`src/logic/spep_map.svh`:
```
`ifndef SPEP_MAP_SVH
`define SPEP_MAP_SVH
// ----------------------------------------
// Frame constants
// ----------------------------------------
`define SPEP_PREAMBLE_FIRST   8'hAA
`define SPEP_PREAMBLE_SECOND  8'h55
`define SPEP_LAST_BIT         3'h7
`define SPEP_BYTE_PAYLOAD     2'h2
// ----------------------------------------
// Timing
// ----------------------------------------
`define SPEP_CLK_MHZ          40
`define SPEP_SCK_MAX_MHZ      5
// Least serial clock period in system clocks, rounded up
`define SPEP_SCK_MIN_CYCLES   ((`SPEP_CLK_MHZ + `SPEP_SCK_MAX_MHZ - 1) / `SPEP_SCK_MAX_MHZ)
// ----------------------------------------
// Buffer shape
// ----------------------------------------
`define SPEP_FIFO_WIDTH       8
`define SPEP_FIFO_DEPTH       8
`define SPEP_FIFO_ADDR_W      3
// ----------------------------------------
// Input synchroniser bit positions
// ----------------------------------------
`define SPEP_IN_RST_PIN       0
`define SPEP_IN_POR_DONE      1
`define SPEP_IN_SCK           2
`define SPEP_IN_MOSI          3
`define SPEP_IN_SS_N          4
`define SPEP_IN_COUNT         5
// Idle pin levels: reset pin and select high, others low
`define SPEP_IN_IDLE          5'h11
`endif

```
`src/logic/spep_pkg.sv`:
```
`default_nettype none
package spep_pkg;
  // Programming session state
  typedef enum logic [1:0] {
    SPEP_OFF    = 2'b00,
    SPEP_ACTIVE = 2'b01,
    SPEP_SPENT  = 2'b10
  } spep_mode_e;
  typedef logic [7:0] spep_byte_t;
endpackage
`default_nettype wire

```
`src/logic/spep_fifo.sv`:
```
`default_nettype none
`include "spep_map.svh"
module spep_fifo #(
  parameter int WIDTH  = `SPEP_FIFO_WIDTH,
  parameter int DEPTH  = `SPEP_FIFO_DEPTH,
  parameter int ADDR_W = `SPEP_FIFO_ADDR_W
) (
  input  wire logic              clk_in,
  input  wire logic              reset_n_in,
  input  wire logic [WIDTH-1:0]  in_data_in,
  input  wire logic              in_valid_in,
  output logic                   in_ready_out,
  output logic [WIDTH-1:0]       out_data_out,
  output logic                   out_valid_out,
  input  wire logic              out_ready_in
);
  import spep_pkg::*;
  logic [WIDTH-1:0] mem [DEPTH];
  logic [ADDR_W:0]  wr_ptr;
  logic [ADDR_W:0]  rd_ptr;
  wire              do_push;
  wire              do_pop;
  wire              is_full;
  wire              is_empty;

  // Extra pointer bit tells full from empty
  assign is_empty      = (wr_ptr == rd_ptr);
  assign is_full       = (wr_ptr[ADDR_W] != rd_ptr[ADDR_W]) && (wr_ptr[ADDR_W-1:0] == rd_ptr[ADDR_W-1:0]);
  assign do_push       = in_valid_in && !is_full;
  assign do_pop        = out_ready_in && !is_empty;
  assign in_ready_out  = !is_full;
  assign out_valid_out = !is_empty;
  assign out_data_out  = mem[rd_ptr[ADDR_W-1:0]];

  // Pointers
  always_ff @(posedge clk_in) begin
    if (!reset_n_in) begin
      wr_ptr <= '0;
      rd_ptr <= '0;
    end else begin
      if (do_push) wr_ptr <= wr_ptr + 1'b1;
      if (do_pop) rd_ptr <= rd_ptr + 1'b1;
    end
  end

  // Storage needs no reset; valid gates every read
  always_ff @(posedge clk_in) begin
    if (do_push) mem[wr_ptr[ADDR_W-1:0]] <= in_data_in;
  end
endmodule
`default_nettype wire

```
`src/logic/spep_port.sv`:
```
// How it works
// - Programmer is always bus master; this port only ever answers as slave.
// - Four wires: clock, data in, data out, active-low select; full duplex.
// - Only clock mode zero, serial clock no faster than 5 MHz.
// - Programming logic runs on the system clock and samples the serial clock through synchronisers.
// - Programming mode entered and held only while reset pin is low.
// - With reset pin reused as I/O, it still acts as reset at power-up.
// - After power-on entry, mode holds until reset pin goes high.
// - With reset reused, no second session until power is cycled.
// - Entry fuse set: entry in any reset; cleared: only at power-on reset.
// - Reset pin tied low forces programming entry whatever the fuses say.
// - Select low frames a command; command completes only on select rising.
// - Command bytes arrive on master-out; answers leave on master-in.
// - Packets start with AAH then 55H; without it nothing is acted on.
`default_nettype none
`include "spep_map.svh"
module spep_port (
  input  wire logic               clk_in,
  input  wire logic               reset_n_in,
  input  wire logic               rst_pin_n_in,
  input  wire logic               por_done_in,
  input  wire logic               reset_disabled_in,
  input  wire logic               programming_entry_fuse_in,
  input  wire logic               sck_in,
  input  wire logic               mosi_in,
  input  wire logic               ss_n_in,
  input  wire spep_pkg::spep_byte_t tx_byte_in,
  input  wire logic               rx_ready_in,
  output logic                    miso_out,
  output logic                    miso_oe_n_out,
  output logic                    in_system_programming_mode_out,
  output spep_pkg::spep_byte_t    rx_byte_out,
  output logic                    rx_valid_out,
  output logic                    frame_done_out,
  output logic                    frame_abort_out,
  output logic                    rx_overrun_out
);
  import spep_pkg::*;
  // ----------------------------------------
  // Input synchronisers
  // ----------------------------------------
  logic [`SPEP_IN_COUNT-1:0] meta;
  logic [`SPEP_IN_COUNT-1:0] sync;
  logic                      sck_prev;
  logic                      ss_prev;
  wire  [`SPEP_IN_COUNT-1:0] raw_in;

  assign raw_in = {ss_n_in, mosi_in, sck_in, por_done_in, rst_pin_n_in};

  // Two stages; only the second stage is looked at
  // Reset to idle levels, else a low pin and busy POR fake an entry and a select edge
  always_ff @(posedge clk_in) begin
    if (!reset_n_in) begin
      meta     <= `SPEP_IN_IDLE;
      sync     <= `SPEP_IN_IDLE;
      sck_prev <= 1'b0;
      ss_prev  <= 1'b1;
    end else begin
      meta     <= raw_in;
      sync     <= meta;
      sck_prev <= sync[`SPEP_IN_SCK];
      ss_prev  <= sync[`SPEP_IN_SS_N];
    end
  end

  // Edge finding on the sampled serial clock and select
  wire pin_low  = !sync[`SPEP_IN_RST_PIN];
  wire por_busy = !sync[`SPEP_IN_POR_DONE];
  wire sck_s    = sync[`SPEP_IN_SCK];
  wire mosi_s   = sync[`SPEP_IN_MOSI];
  wire ss_s     = sync[`SPEP_IN_SS_N];
  wire sck_rise = sck_s && !sck_prev;
  wire sck_fall = !sck_s && sck_prev;
  wire ss_rise  = ss_s && !ss_prev;
  wire ss_fall  = !ss_s && ss_prev;
  // ----------------------------------------
  // Mode entry and exit
  // ----------------------------------------
  spep_mode_e mode;
  spep_mode_e next_mode;
  wire        entry_ok;

  // Reused reset pin only counts during power-up; tied-low pin wins at POR
  assign entry_ok = pin_low && (por_busy || (programming_entry_fuse_in && !reset_disabled_in));

  always_comb begin
    next_mode = mode;
    case (mode)
      SPEP_OFF: begin
        if (entry_ok) next_mode = SPEP_ACTIVE;
      end
      SPEP_ACTIVE: begin
        // Held while the pin stays low, even after POR
        if (!pin_low) next_mode = reset_disabled_in ? SPEP_SPENT : SPEP_OFF;
      end
      SPEP_SPENT: begin
        next_mode = SPEP_SPENT;
      end
      default: begin
        next_mode = SPEP_OFF;
      end
    endcase
  end

  // Only a power cycle (block reset) leaves the spent state
  always_ff @(posedge clk_in) begin
    if (!reset_n_in) mode <= SPEP_OFF;
    else mode <= next_mode;
  end
  // ----------------------------------------
  // Serial shifter
  // ----------------------------------------
  logic [2:0]  bit_cnt;
  logic [1:0]  byte_idx;
  logic [6:0]  rx_shift;
  logic        pre_first;
  logic        pre_ok;
  logic [7:0]  tx_shift;
  logic        load_pend;
  logic [7:0]  next_tx;
  wire         active    = (mode == SPEP_ACTIVE);
  wire         selected  = active && !ss_s;
  wire         byte_done = selected && sck_rise && (bit_cnt == `SPEP_LAST_BIT);
  wire [7:0]   rx_word   = {rx_shift, mosi_s};
  wire         push      = byte_done && pre_ok;
  wire         fifo_ready;

  // Counters and preamble tracker cleared whenever not selected
  always_ff @(posedge clk_in) begin
    if (!reset_n_in || !selected) begin
      bit_cnt   <= 3'h0;
      byte_idx  <= 2'h0;
      pre_first <= 1'b0;
      pre_ok    <= 1'b0;
    end else begin
      if (sck_rise) bit_cnt <= bit_cnt + 3'h1;
      if (byte_done && byte_idx != `SPEP_BYTE_PAYLOAD) byte_idx <= byte_idx + 2'h1;
      if (byte_done && byte_idx == 2'h0) pre_first <= (rx_word == `SPEP_PREAMBLE_FIRST);
      if (byte_done && byte_idx == 2'h1) pre_ok <= pre_first && (rx_word == `SPEP_PREAMBLE_SECOND);
    end
  end

  // Mode 0: sample on rising edge
  always_ff @(posedge clk_in) begin
    if (!reset_n_in) rx_shift <= 7'h00;
    else if (selected && sck_rise) rx_shift <= rx_word[6:0];
  end

  // Next outgoing bits: load at frame start and after each byte, shift on falling edge
  always_comb begin
    next_tx = tx_shift;
    if (active && ss_fall) next_tx = tx_byte_in;
    else if (selected && sck_fall) next_tx = load_pend ? tx_byte_in : {tx_shift[6:0], 1'b0};
  end

  // MISO taken from the next value to win a cycle of the half period
  always_ff @(posedge clk_in) begin
    if (!reset_n_in) begin
      tx_shift      <= 8'h00;
      load_pend     <= 1'b0;
      miso_out      <= 1'b0;
      miso_oe_n_out <= 1'b1;
    end else begin
      tx_shift      <= next_tx;
      // A pending load never survives into the next frame
      load_pend     <= selected && (byte_done || (load_pend && !sck_fall));
      miso_out      <= next_tx[7];
      miso_oe_n_out <= !(next_mode == SPEP_ACTIVE && !ss_s);
    end
  end
  // ----------------------------------------
  // Frame outcome and status
  // ----------------------------------------
  wire frame_end = active && ss_rise;

  // Command counts only when select rises on a byte boundary after the preamble
  always_ff @(posedge clk_in) begin
    if (!reset_n_in) begin
      frame_done_out                 <= 1'b0;
      frame_abort_out                <= 1'b0;
      rx_overrun_out                 <= 1'b0;
      in_system_programming_mode_out <= 1'b0;
    end else begin
      frame_done_out                 <= frame_end && pre_ok && (bit_cnt == 3'h0);
      frame_abort_out                <= frame_end && !(pre_ok && (bit_cnt == 3'h0));
      // Set wins over the clear at a new frame
      rx_overrun_out                 <= (push && !fifo_ready) || (rx_overrun_out && !(active && ss_fall));
      in_system_programming_mode_out <= (next_mode == SPEP_ACTIVE);
    end
  end

  // The link cannot be paused, so a full buffer drops the byte and flags it
  spep_fifo #(
    .WIDTH  (`SPEP_FIFO_WIDTH),
    .DEPTH  (`SPEP_FIFO_DEPTH),
    .ADDR_W (`SPEP_FIFO_ADDR_W)
  ) u_fifo (
    .clk_in        (clk_in),
    .reset_n_in    (reset_n_in),
    .in_data_in    (rx_word),
    .in_valid_in   (push),
    .in_ready_out  (fifo_ready),
    .out_data_out  (rx_byte_out),
    .out_valid_out (rx_valid_out),
    .out_ready_in  (rx_ready_in)
  );
endmodule
`default_nettype wire

```
`config.mk`:
```
export PLATFORM = sky130hd
export DESIGN_NAME = spep_port
export DESIGN_NICKNAME = d
export VERILOG_FILES = /design/src/logic/spep_pkg.sv /design/src/logic/spep_fifo.sv /design/src/logic/spep_port.sv
export VERILOG_INCLUDE_DIRS = /design/src /design/src/logic
export SDC_FILE = /design/constraint.sdc
export NUM_CORES = 1
export LEC_CHECK = 0
export BUFFER_PORTS_ARGS = -buffer_cell sky130_fd_sc_hd__buf_2
export CAP_MARGIN = 20
export CELL_PAD_IN_SITES_DETAIL_PLACEMENT = 2
export CELL_PAD_IN_SITES_GLOBAL_PLACEMENT = 2
export CORE_UTILIZATION = 30
export CTS_CLUSTER_SIZE = 12
export DETAILED_ROUTE_END_ITERATION = 10
export PLACE_DENSITY = 0.56
export SLEW_MARGIN = 5
export SYNTH_ARGS = -nofsm -noshare
export SYNTH_HDL_FRONTEND = slang
export SYNTH_HIERARCHICAL = 1
export SYNTH_SLANG_ARGS = --single-unit
export TNS_END_PERCENT = 50
```
`constraint.sdc`:
```
create_clock -name clk_in -period 5.45 [get_ports clk_in]
set_input_delay 0.545 -clock clk_in [delete_from_list [all_inputs] [get_ports clk_in]]
set_output_delay 0.545 -clock clk_in [all_outputs]
set_load 0.01 [all_outputs]
```
Word level (Yosys, flattened, before mapping)
Memories as Yosys holds them, arrays and structs flattened. A register that Yosys moved wholly into a read port is not among the register bits.
Index checks and enable logic that the tools add are counted.
- input bits: 18
- register bits: 50
- bits in writable memories: 64
- logic and storage cells: 99
- memories: 1
- output and inout bits: 15
- memories (name ; words ; bits a word ; read ports ; clocked after memory_dff ; wr ports ; RTL line ; text):
    u_fifo.mem ; 8 ; 8 ; 1 ; 1 ; 1 ; spep_fifo.sv:18 ; logic [WIDTH-1:0] mem [DEPTH];
- muxes and demuxes: 11
- reduce and logical (&&, ||, !) cells: 52
- equal/unequal tests: 11
- add/sub/neg operators: 4
- operator list (cell ; number):
    $logic_and A1 B1 Y1 ; 29
    $mux W8 ; 3
    $logic_not A1 Y1 ; 15
    $add A4 B1 Y4 const B ; 2
    $eq A8 B7 Y1 const B ; 1
    $eq A8 B8 Y1 const B ; 1
    $eq A2 B1 Y1 const B ; 3
    $mux W2 ; 3
    $mux W3 ; 2
    $pmux W2 S3 ; 1
    $eq A4 B4 Y1 ; 1
    $logic_not A2 Y1 ; 2
    $logic_or A1 B1 Y1 ; 4
    $add A3 B1 Y3 const B ; 1
    $eq A3 B3 Y1 ; 1
    $eq A3 B3 Y1 const B ; 1
    $logic_not A3 Y1 ; 1
    $add A2 B1 Y2 const B ; 1
    $eq A2 B2 Y1 const B ; 1
    $mux W1 ; 2
    $ne A2 B2 Y1 const B ; 1
    $reduce_bool A2 Y1 ; 1
    $ne A1 B1 Y1 ; 1

Logic depth before layout (Yosys ltp)
Gate-level depths: netlist of run 1.
- depth after elaboration: 9
- depth in mapped cells: 8
- mapped depth without buffers: 8

By module
The synthesis of run 1 kept the hierarchy.
- by module, submodules not included (module ; area an instance (sq um) ; instances ; cells each ; sequential area each (sq um)):
    spep_fifo ; 3244.4 ; 1 ; 178 ; 2142.1
    spep_port ; 1669.1 ; 1 ; 179 ; 840.8

Worst setup path before layout of run 1
OpenSTA, ideal clock, no wires.
- kind: flip-flop to flip-flop
- start point: register bit_cnt[0]
- end point: memory u_fifo/mem[3][0] (netlist name) (enable)
- path buffers: 0
- data arrival time: 2203 ps
- required time: 5052 ps
- slack: 2850 ps
- period minus slack after synthesis: 2600 ps
- setup time: 398 ps
- stages on the path, launching flop included: 8
- cells stage by stage: dfxtp_1 ha_1 ha_1 nand3b_1 nor2_1 and2_1 nand2_1 nor4b_1
- word-level cells in the longest chain between the ends: 6
- RTL lines (element ; RTL line ; text):
    from (decl) ; spep_port.sv:113 ; logic [2:0] bit_cnt;
    from (signal assigned) ; spep_port.sv:136 ; if (sck_rise) bit_cnt <= bit_cnt + 3'h1;
    $eq A3 B3 Y1 (no line) ; n/a ;
    $logic_and A1 B1 Y1 ; spep_port.sv:123 ; wire byte_done = selected && sck_rise && (bit_cnt == `SPEP_LAST_BIT);
    $logic_and A1 B1 Y1 ; spep_port.sv:125 ; wire push = byte_done && pre_ok;
    named net push ; spep_port.sv:125 ;
    $logic_and A1 B1 Y1 ; spep_fifo.sv:29 ; assign do_push = in_valid_in && !is_full;
    $mux W1 ; spep_fifo.sv:48 ; if (do_push) mem[wr_ptr[ADDR_W-1:0]] <= in_data_in;
    $mux W1 (implied by the code) ; spep_fifo.sv:48 ;
    to (decl) ; spep_fifo.sv:18 ;
The timed path passes the listed nets, and every way through them passes these cells.

==> run metrics, run 1 <==
Syn. warnings 6; status finished, final reports clean; port buffer count 32; CP max FO 16; HP Class input pin to flop; root buf cell clkbuf_16; Min Hold Slack 0.316 ns; clk sinks 117; nets@finish 426; first-pass GRT wire length 18400 um; DRT Pass-1 Iters 4; CTS clk-pin slew, worst paths 0.05 ns; Worst setup SP type flop; Final Slew Violations 0; Core Area 15900 um^2; Ant. Diodes 0; clk buf depth 2; # DRC 0; top cell type's share of synthesized area 39.1%; Main synth FF type edfxtp_1; period utilisation layout 56.9%; CP endpoint kind output port; Rows 46; clk_skew 0.00983 ns; clock tree from TritonCTS done; combinational fraction of design power 5.5%; mapped cell area 4910 um^2; EDFF count, synth 64; CTS Hold Bufs 0; Hold Violations, Final 0; Synth area leaders edfxtp_1, dfxtp_1, mux4_1; RePlAce Congestion 0.678; post-route minimum period 3.10 ns; achievable clock frequency 322 MHz; vias per inst 4.76; vias in the first global route 3330; Layout fillers 1631; antenna viol nets, final 0; First DRT Iteration DRCs 105; Non-Filler Instances 629; maxcap violations 0; P_leak 2.10 nW; # resized after CTS 0; Placed Instances 593; Via Count 2991; dpl hpwl 7570 um; I/O pin count 33; Pwr per Cell Area 375 nW/um^2; antenna violations before repair 0; # Post-CTS Setup Buffers 0; switching part of the total power 20.8%; Total Routing Usage GR 15.1%; Setup CP Type flop to output port; Clock power frac 51.4%; Final Worst Setup Slack 2.35 ns; pre-CTS setup slack 2.30 ns; die area 16900 um^2; top cell type by total area after synthesis edfxtp_1; Post-Place Cell Area 5290 um^2; setup_tns 0 ns; area grow syn2layout 20.7%; drt total wl 11300 um; design area 5930 um^2; starting density of the core 30.8%; Seq/Total Area, Yosys 60.7%; Die Height 130 um; sequential share of power 43.1%; syn_nets 383; remaining global-route overflow 0; Slew @ Worst Pin 0.998 ns; arrival time at the worst endpoint 2.56 ns; Synth Register Bits 117; WL per Instance 18.0 um; Mapped Cells 357; Distinct cells, synth 56; share of cells above drive strength 1 21.8%; relative slew slack 33.4%; Die Wd 130 um; Setup violations, final 0; H-tree depth 4; syn avg cell area 13.8 um^2; Post-synth ARST share 0%; largest net degree at the start of global routing 32; CP Data Required Time 4.91 ns; Peak supply drop 0.000219 V; RSZ-0062 raised after global routing false; Cell Int Power 1.76 mW; switching power 0.463 mW; total CTS buffers 17; clk_lat worst skew 0.41 ns
==> layer usage <==
layer,up-vias,part of all wire (%),GRT usage (%)
li1,1423,-,-
met1,1519,44,17.6
met2,35,52,26.4
met3,14,2.5,3.61
met4,0,1.6,6.57
met5,-,0,0
==> final cells by class <==
type	count	area [um^2]	share of cell area [%]
inverters	9	33.8	0.570
multi-input cells	214	1800	30.4
well taps	216	270	4.56
flip-flops and latches	117	2980	50.3
clock inverters	7	90.1	1.52
clock buffers	25	528	8.90
repair buffers	41	223	3.76
==> final timing paths <==
| path | startpoint | endpoint | slack (ns) | depth (start not counted) |
|---|---|---|---|---|
| setup / recovery | flop | rx_byte_out[6] | 2.35 | 3 |
| hold / removal | rst_pin_n_in | meta[0] | 0.32 | 2 |
| setup reg to reg | bit_cnt[0] | u_fifo/mem[0][6] | 2.49 | 9 |
| hold reg to reg | meta[0] | sync[0] | 0.42 | 1 |
==> stage by stage <==
stage / util [%] / total power, mW
finish: 37.2 / 2.22
global route: 37.2 / 2.30
CTS: 37.0 / 2.26
detailed placement: 33.2 / 1.10
global placement: 33.2 / 1.10
floorplan: - / 1.07
==> flip-flops by register name (all words and copies together), names as in the netlist, 3 cells and up, named ones only <==
name           cells
bit_cnt            3
meta               5
rx_shift           7
sync               5
tx_shift           7
u_fifo/mem        64
u_fifo/rd_ptr      4
u_fifo/wr_ptr      4
==> worst max-delay path: stages (launching register included) <==
cell and delay [ns]:
dfxtp_1 0.97, mux4_1 0.73, mux2_2 0.30, buf_2 0.15
==> kinds of logic after synthesis <==
family / count (synthesis) / share of synthesized area [%]
adder cells (fa/ha/maj): 8 / 2.04
buffers and inverters: 26 / 2.85
AO/OA/AOI/OAI: 39 / 5.68
multiplexers: 38 / 13.1
flip-flops: 117 / 60.7
AND/OR/NAND/NOR: 119 / 13.7
XOR/XNOR: 10 / 1.94
==> cells in the mapped netlist (4+ instances only) <==
cell      number
mux4_1        14
a21boi_1       7
a31oi_1        7
nand4_1        5
ha_1           8
mux2i_1       14
dfxtp_1       53
nor2_1        11
xnor2_1        6
nand3_1       10
edfxtp_1      64
and2_1        11
mux2_2         8
nand3b_1       4
clkbuf_1       5
inv_1          9
buf_2          6
nand2_1       40
o21ai_1        7
nor2b_1        5
nand2b_1      11
==> placed cells by master (no fill, tap or decap), drive strengths merged, types with 2 or more instances in the layout <==
master | netlist | final
a41oi | 3 | 3
mux2i | 14 | 14
edfxtp | 64 | 64
xnor2 | 6 | 6
dfxtp | 53 | 53
nor2 | 11 | 11
nand2b | 11 | 11
nand3 | 10 | 10
nor4bb | 2 | 2
a311oi | 2 | 2
nor4b | 3 | 3
inv | 9 | 10
nor4 | 2 | 2
nor2b | 5 | 5
ha | 8 | 8
nand3b | 4 | 4
mux4 | 16 | 16
buf | 12 | 40
or3b | 2 | 2
a21oi | 3 | 3
nor3 | 4 | 4
nor3b | 3 | 3
and2 | 11 | 11
nand4 | 5 | 5
o21ai | 9 | 9
clkbuf | 5 | 26
a31oi | 7 | 7
bufinv | 0 | 2
nand2 | 40 | 40
mux2 | 8 | 8
clkinv | 0 | 4
xor2 | 4 | 4
a21boi | 8 | 8
==> power groups by stage <==
stage	clock, mW	sequential (mW)	combinational [mW]
2_1_floorplan	0	0.956	0.111
6_report	1.14	0.958	0.122
5_1_grt	1.21	0.962	0.134
3_5_place_dp	0	0.977	0.124
4_1_cts	1.17	0.959	0.125
3_3_place_gp	0	0.976	0.121
No activity file was read; power rests on OpenSTA's default activity.
==> inputs of run 2 (changes only) <==
--- a/config.mk
+++ b/config.mk
@@ -13,7 +13,7 @@
 export CORE_UTILIZATION = 30
 export CTS_CLUSTER_SIZE = 12
 export DETAILED_ROUTE_END_ITERATION = 10
-export PLACE_DENSITY = 0.56
+export PLACE_DENSITY = 0.58
 export SLEW_MARGIN = 5
 export SYNTH_ARGS = -nofsm -noshare
 export SYNTH_HDL_FRONTEND = slang
==> constraint.sdc (replaced) <==
create_clock -name clk_in -period 2.6 [get_ports clk_in]
set_input_delay 0.26 -clock clk_in [delete_from_list [all_inputs] [get_ports clk_in]]
set_output_delay 0.26 -clock clk_in [all_outputs]
set_load 0.01 [all_outputs]
==> run metrics, run 2 (same netlist as run 1, synthesis figures left out) <==
CP max FO 16 (unchanged); most frequent cells in the layout edfxtp_1, dfxtp_1, nand2_1, buf_2, clkbuf_16; # DRC 0 (unchanged); clock tree from TritonCTS done; Peak supply drop 0.000469 V (+110%); HP Start ss_n_in; P_leak 2.13 nW (+1.4%); Worst R2R Start bit_cnt[0]; Hold Path Stages 2 (unchanged); met3 WL 361 um (+28%); Worst setup SP type flop; Pwr per Cell Area 793 nW/um^2 (+110%); flop2flop setup slack 0.29 ns (-2.20 ns); clk_skew 0.00555 ns (-0.00428 ns); vias per inst 4.76 (about the same); CP Data Required Time 2.34 ns (-2.57 ns); HP Class input pin to flop; worst hold endpoint meta[4]; RePlAce Congestion 0.675 (-0.56%); First DRT Iteration DRCs 100 (-4.8%); Ant. Diodes 0 (unchanged); Final Worst Setup Slack 0.255 ns (-2.09 ns); setup_tns 0 ns (unchanged); # resized after CTS 0 (unchanged); Final Slew Violations 0 (unchanged); Slew @ Worst Pin 0.649 ns (-0.348 ns); leading cell type in the layout, fill and taps excluded edfxtp_1; arrival time at the worst endpoint 2.08 ns (-0.48 ns); clk sinks 117 (unchanged); I/O pin count 33 (unchanged); period utilisation layout 90.2%; die area 16900 um^2 (unchanged); post-route minimum period 2.34 ns; Setup violations, final 0 (unchanged); WL per Instance 18.9 um (+4.5%); Post-Place Cell Area 5360 um^2 (+1.4%); remaining global-route overflow 0 (unchanged); clk_lat worst skew 0.41 ns (about the same); total CTS buffers 17 (unchanged); first-pass GRT wire length 19000 um (+3.2%); nets@finish 432 (+1.4%); CTS Hold Bufs 0 (unchanged); achievable clock frequency 426 MHz; met2 routed wirelength 6060 um (+3.2%); # Post-CTS Setup Buffers 0 (unchanged); design area 6000 um^2 (+1.2%); RSZ-0062 raised after global routing false; Top Metal Used met4; relative slew slack 56.7% (+23 points); status finished, final reports clean; antenna violations before repair 0 (unchanged); pre-CTS setup slack 0.258 ns (-2.05 ns); Core Area 15900 um^2 (unchanged); maxcap violations 0 (unchanged); Total Routing Usage GR 15.9% (+0.79 points); dpl hpwl 8020 um (+6.0%); area grow syn2layout 22.2%; Setup CP Type flop to output port; RR Endpoint u_fifo/mem[1][0]; Die Height 130 um (unchanged); met1 wire length 5390 um (+7.3%); max reg flops 64 (unchanged); clk buf depth 2 (unchanged); Rows 46 (unchanged); Via Count 3022 (+1.0%); share of cells above drive strength 1 23.4% (+1.6 points); DRT Pass-1 Iters 4 (unchanged); largest net degree at the start of global routing 30 (-6.3%); CTS clk-pin slew, worst paths 0.06 ns (about the same); Worst R2R Path Depth 9 (unchanged); Hold Violations, Final 0 (unchanged); vias in the first global route 3407 (+2.3%); drt total wl 12000 um (+5.5%); starting density of the core 30.8% (unchanged); CP endpoint kind output port; Power Total 4.76 mW (+110%); root buf cell clkbuf_16; H-tree depth 4 (unchanged); antenna viol nets, final 0 (unchanged); port buffer count 32 (unchanged); Die Wd 130 um (unchanged)
run 2: layout make-up:
cell class	count	area, um^2
Clock inverter	10	144
Multi-Input combinational cell	214	1800
Fill cell	1646	9940
Sequential cell	117	2980
Clock buffer	22	495
Timing Repair Buffer	47	273
Tap cell	216	270
Inverter	9	33.8
run 2: power by group:
part	total [mW]	switching, mW	internal [mW]
clock network	2.49	0.847	1.64
logic	0.293	0.149	0.144
registers	1.98	0.0243	1.95
run 2: how the worst max path moves through the flow:
stage                from               end  slack (ns)  cells after the start
4_1_cts              flop    rx_byte_out[6]        0.18                      4
5_1_grt        bit_cnt[0]  u_fifo/mem[1][2]        0.09                      9
3_5_place_dp   bit_cnt[0]  u_fifo/mem[4][2]        0.26                      9
2_1_floorplan  bit_cnt[0]  u_fifo/mem[3][0]     -0.0004                      7
3_3_place_gp   bit_cnt[0]  u_fifo/mem[4][1]        0.37                      9
6_report             flop    rx_byte_out[6]        0.26                      4
run 2: per-stage QoR:
stage / utilization [%] / instances / hold slack [ns]
after floorplan: - / 357 / 0.333
after global placement: 33.6 / 603 / 0.396
after detailed placement: 33.6 / 603 / 0.400
after CTS: 37.6 / 635 / 0.00847
after global routing: 37.6 / 635 / 0.0184
final: 37.6 / 635 / 0.0287
run 2: metal layers:
metal | vias to the layer above | global-route usage [%]
li1 | 1439 | -
met1 | 1524 | 19.0
met2 | 44 | 27.0
met3 | 15 | 4.06
met4 | 0 | 6.98
met5 | - | 0
run 2: worst max-delay path: stages (launching register included):
cell	delay, ns
dfxtp_1	0.31
buf_4	0.27
mux4_1	0.66
mux2_2	0.29
buf_2	0.14
==> inputs of run 3 (changes only) <==
--- a/config.mk
+++ b/config.mk
@@ -10,6 +10,7 @@
 export CAP_MARGIN = 20
 export CELL_PAD_IN_SITES_DETAIL_PLACEMENT = 2
 export CELL_PAD_IN_SITES_GLOBAL_PLACEMENT = 2
+export CORE_MARGIN = 4
 export CORE_UTILIZATION = 30
 export CTS_CLUSTER_SIZE = 12
 export DETAILED_ROUTE_END_ITERATION = 10
==> run metrics, run 3 (same netlist as run 1, synthesis figures left out) <==
status finished, final reports clean; # resized after CTS 0 (unchanged); Worst setup SP type flop; drt total wl 12000 um (+0.27%); met1 usage in global routing 17.2% (-1.7 points); starting density of the core 30.8% (unchanged); leading cell type in the layout, fill and taps excluded edfxtp_1; Clock power frac 51.1% (-1.2 points); relative slew slack 57.6% (+0.94 points); dpl hpwl 8190 um (+2.1%); port buffer count 32 (unchanged); Pwr per Cell Area 777 nW/um^2 (-2.1%); # Post-CTS Setup Buffers 0 (unchanged); switching power 0.968 mW (-5.1%); Crit. Startpoint bit_cnt[0]; Layout fillers 1668 (+1.3%); Cell Int Power 3.67 mW (-1.9%); flop2flop setup slack 0.27 ns (-0.02 ns); Reg area 2980 um^2 (unchanged); P_leak 2.12 nW (-0.45%); Total Routing Usage GR 14.4% (-1.5 points); Rows 46 (unchanged); period utilisation layout 89.7% (-0.50 points); Setup CP Type flop to flop; I/O pin count 33 (unchanged); area grow syn2layout 21.5%; First DRT Iteration DRCs 130 (+30%); Setup violations, final 0 (unchanged); die area 18500 um^2 (+9.4%); CTS clk-pin slew, worst paths 0.05 ns (about the same); met2 usage 24.4% (-2.6 points); vias per inst 4.80 (+0.96%); max reg flops 64 (unchanged); Slowest-stage cell, CP dfxtp_1; WL per Instance 18.9 um (+0.27%); Die Height 136 um (+4.6%); GRT busiest layer met2; CP max FO 8 (-8); RSZ-0062 raised after global routing false; DRT Pass-1 Iters 4 (unchanged); RePlAce Congestion 0.732 (+8.6%); Peak supply drop 0.000477 V (+1.6%); CP endpoint kind flop; Die Wd 136 um (+4.6%); achievable clock frequency 429 MHz (+0.56%); Via Count 3051 (+0.96%); total CTS buffers 17 (unchanged); HP Start rst_pin_n_in; Slew @ Worst Pin 0.635 ns (-0.0141 ns); nets@finish 432 (unchanged); vias in the first global route 3487 (+2.3%); Worst path max stage delay 0.38 ns (-0.28 ns); met3 usage 4.00% (-0.062 points); cell-by-cell trace of the critical path ha_1, ha_1, nand3b_1, nor2_1, and2_1, inv_1, or3_1, nor3b_1, buf_4; # DRC 0 (unchanged); post-route minimum period 2.33 ns (-0.0131 ns); antenna viol nets, final 0 (unchanged); Multi-input gate area 1800 um^2 (unchanged); sequential share of power 42.7% (+1.1 points); Crit path top cell by count ha_1; root buf cell clkbuf_16; Worst R2R Start bit_cnt[0]; Hold Violations, Final 0 (unchanged); largest net degree at the start of global routing 30 (unchanged); CP Data Required Time 2.72 ns (+0.38 ns); switching part of the total power 20.9% (-0.56 points); first-pass GRT wire length 19600 um (+3.1%); arrival time at the worst endpoint 2.45 ns (+0.37 ns); H-tree depth 4 (unchanged); final core occ 37.5% (-0.19 points); antenna violations before repair 0 (unchanged); clk_lat worst skew 0.41 ns (about the same); most frequent cells in the layout edfxtp_1, dfxtp_1, nand2_1, buf_2, clkbuf_16; HP Class input pin to flop; CTS Hold Bufs 0 (unchanged); remaining global-route overflow 0 (unchanged); clk sinks 117 (unchanged); Final Slew Violations 0 (unchanged); clock tree from TritonCTS done; clk_skew 0.00663 ns (+0.00108 ns); share of cells above drive strength 1 22.7% (-0.72 points); setup_tns 0 ns (unchanged); combinational fraction of design power 6.3% (about the same); maxcap violations 0 (unchanged); Ant. Diodes 0 (unchanged); clk buf depth 2 (unchanged); Core Area 15900 um^2 (unchanged)
==> run 3: cell types whose count changed in the layout (fill, tap and decap cells not counted), sizes merged <==
cell	previous run	this run
clkinv	4	2
bufinv	3	2
clkinvlp	3	2
inv	9	10
clkbuf	22	25
==> run 3: critical path: cells and delay by family, from the launching register on <==
kind / cells / cell delay (ns)
simple gates: 5 / 1.02
flops: 1 / 0.38
buf+inv: 2 / 0.26
fa+ha+maj: 2 / 0.36
==> run 3: final cells by class <==
type / instances / share of cell area, %
Clock buffer: 25 / 8.67
Clock inverter: 7 / 1.53
Inverter: 9 / 0.566
Multi-Input combinational cell: 214 / 30.2
Sequential cell: 117 / 49.9
Tap cell: 216 / 4.53
Timing Repair Buffer: 47 / 4.57
==> run 3: metrics by stage <==
step	cells	area [um^2]	power [mW]	hold slack, ns	setup slack [ns]
3_5_place_dp	603	5360	2.31	0.405	0.231
2_1_floorplan	357	4910	2.24	0.333	-0.000407
6_report	635	5970	4.64	0.0296	0.268
4_1_cts	635	5970	4.72	0.00813	0.214
3_3_place_gp	603	5360	2.31	0.398	0.379
5_1_grt	635	5970	4.84	0.0102	0.0789
==> run 3: worst paths after layout <==
check                endpoint  cells past startpoint
min                   meta[0]                      2
min reg2reg           sync[4]                      1
max          u_fifo/mem[4][0]                      9
max reg2reg  u_fifo/mem[4][0]                      9
==> run 3: per-layer routing <==
layer / up-vias / wire length (um)
li1: 1438 / -
met1: 1551 / 5300
met2: 45 / 6080
met3: 17 / 382
met4: 0 / 242
met5: - / 0
==> run 3: power groups by stage <==
| stage | Clock [mW] | Combinational [mW] | Sequential (mW) |
|---|---|---|---|
| 6_report | 2.37 | 0.291 | 1.98 |
| 2_1_floorplan | 0 | 0.233 | 2.00 |
| 4_1_cts | 2.45 | 0.300 | 1.98 |
| 5_1_grt | 2.54 | 0.317 | 1.98 |
| 3_3_place_gp | 0 | 0.295 | 2.01 |
| 3_5_place_dp | 0 | 0.298 | 2.02 |
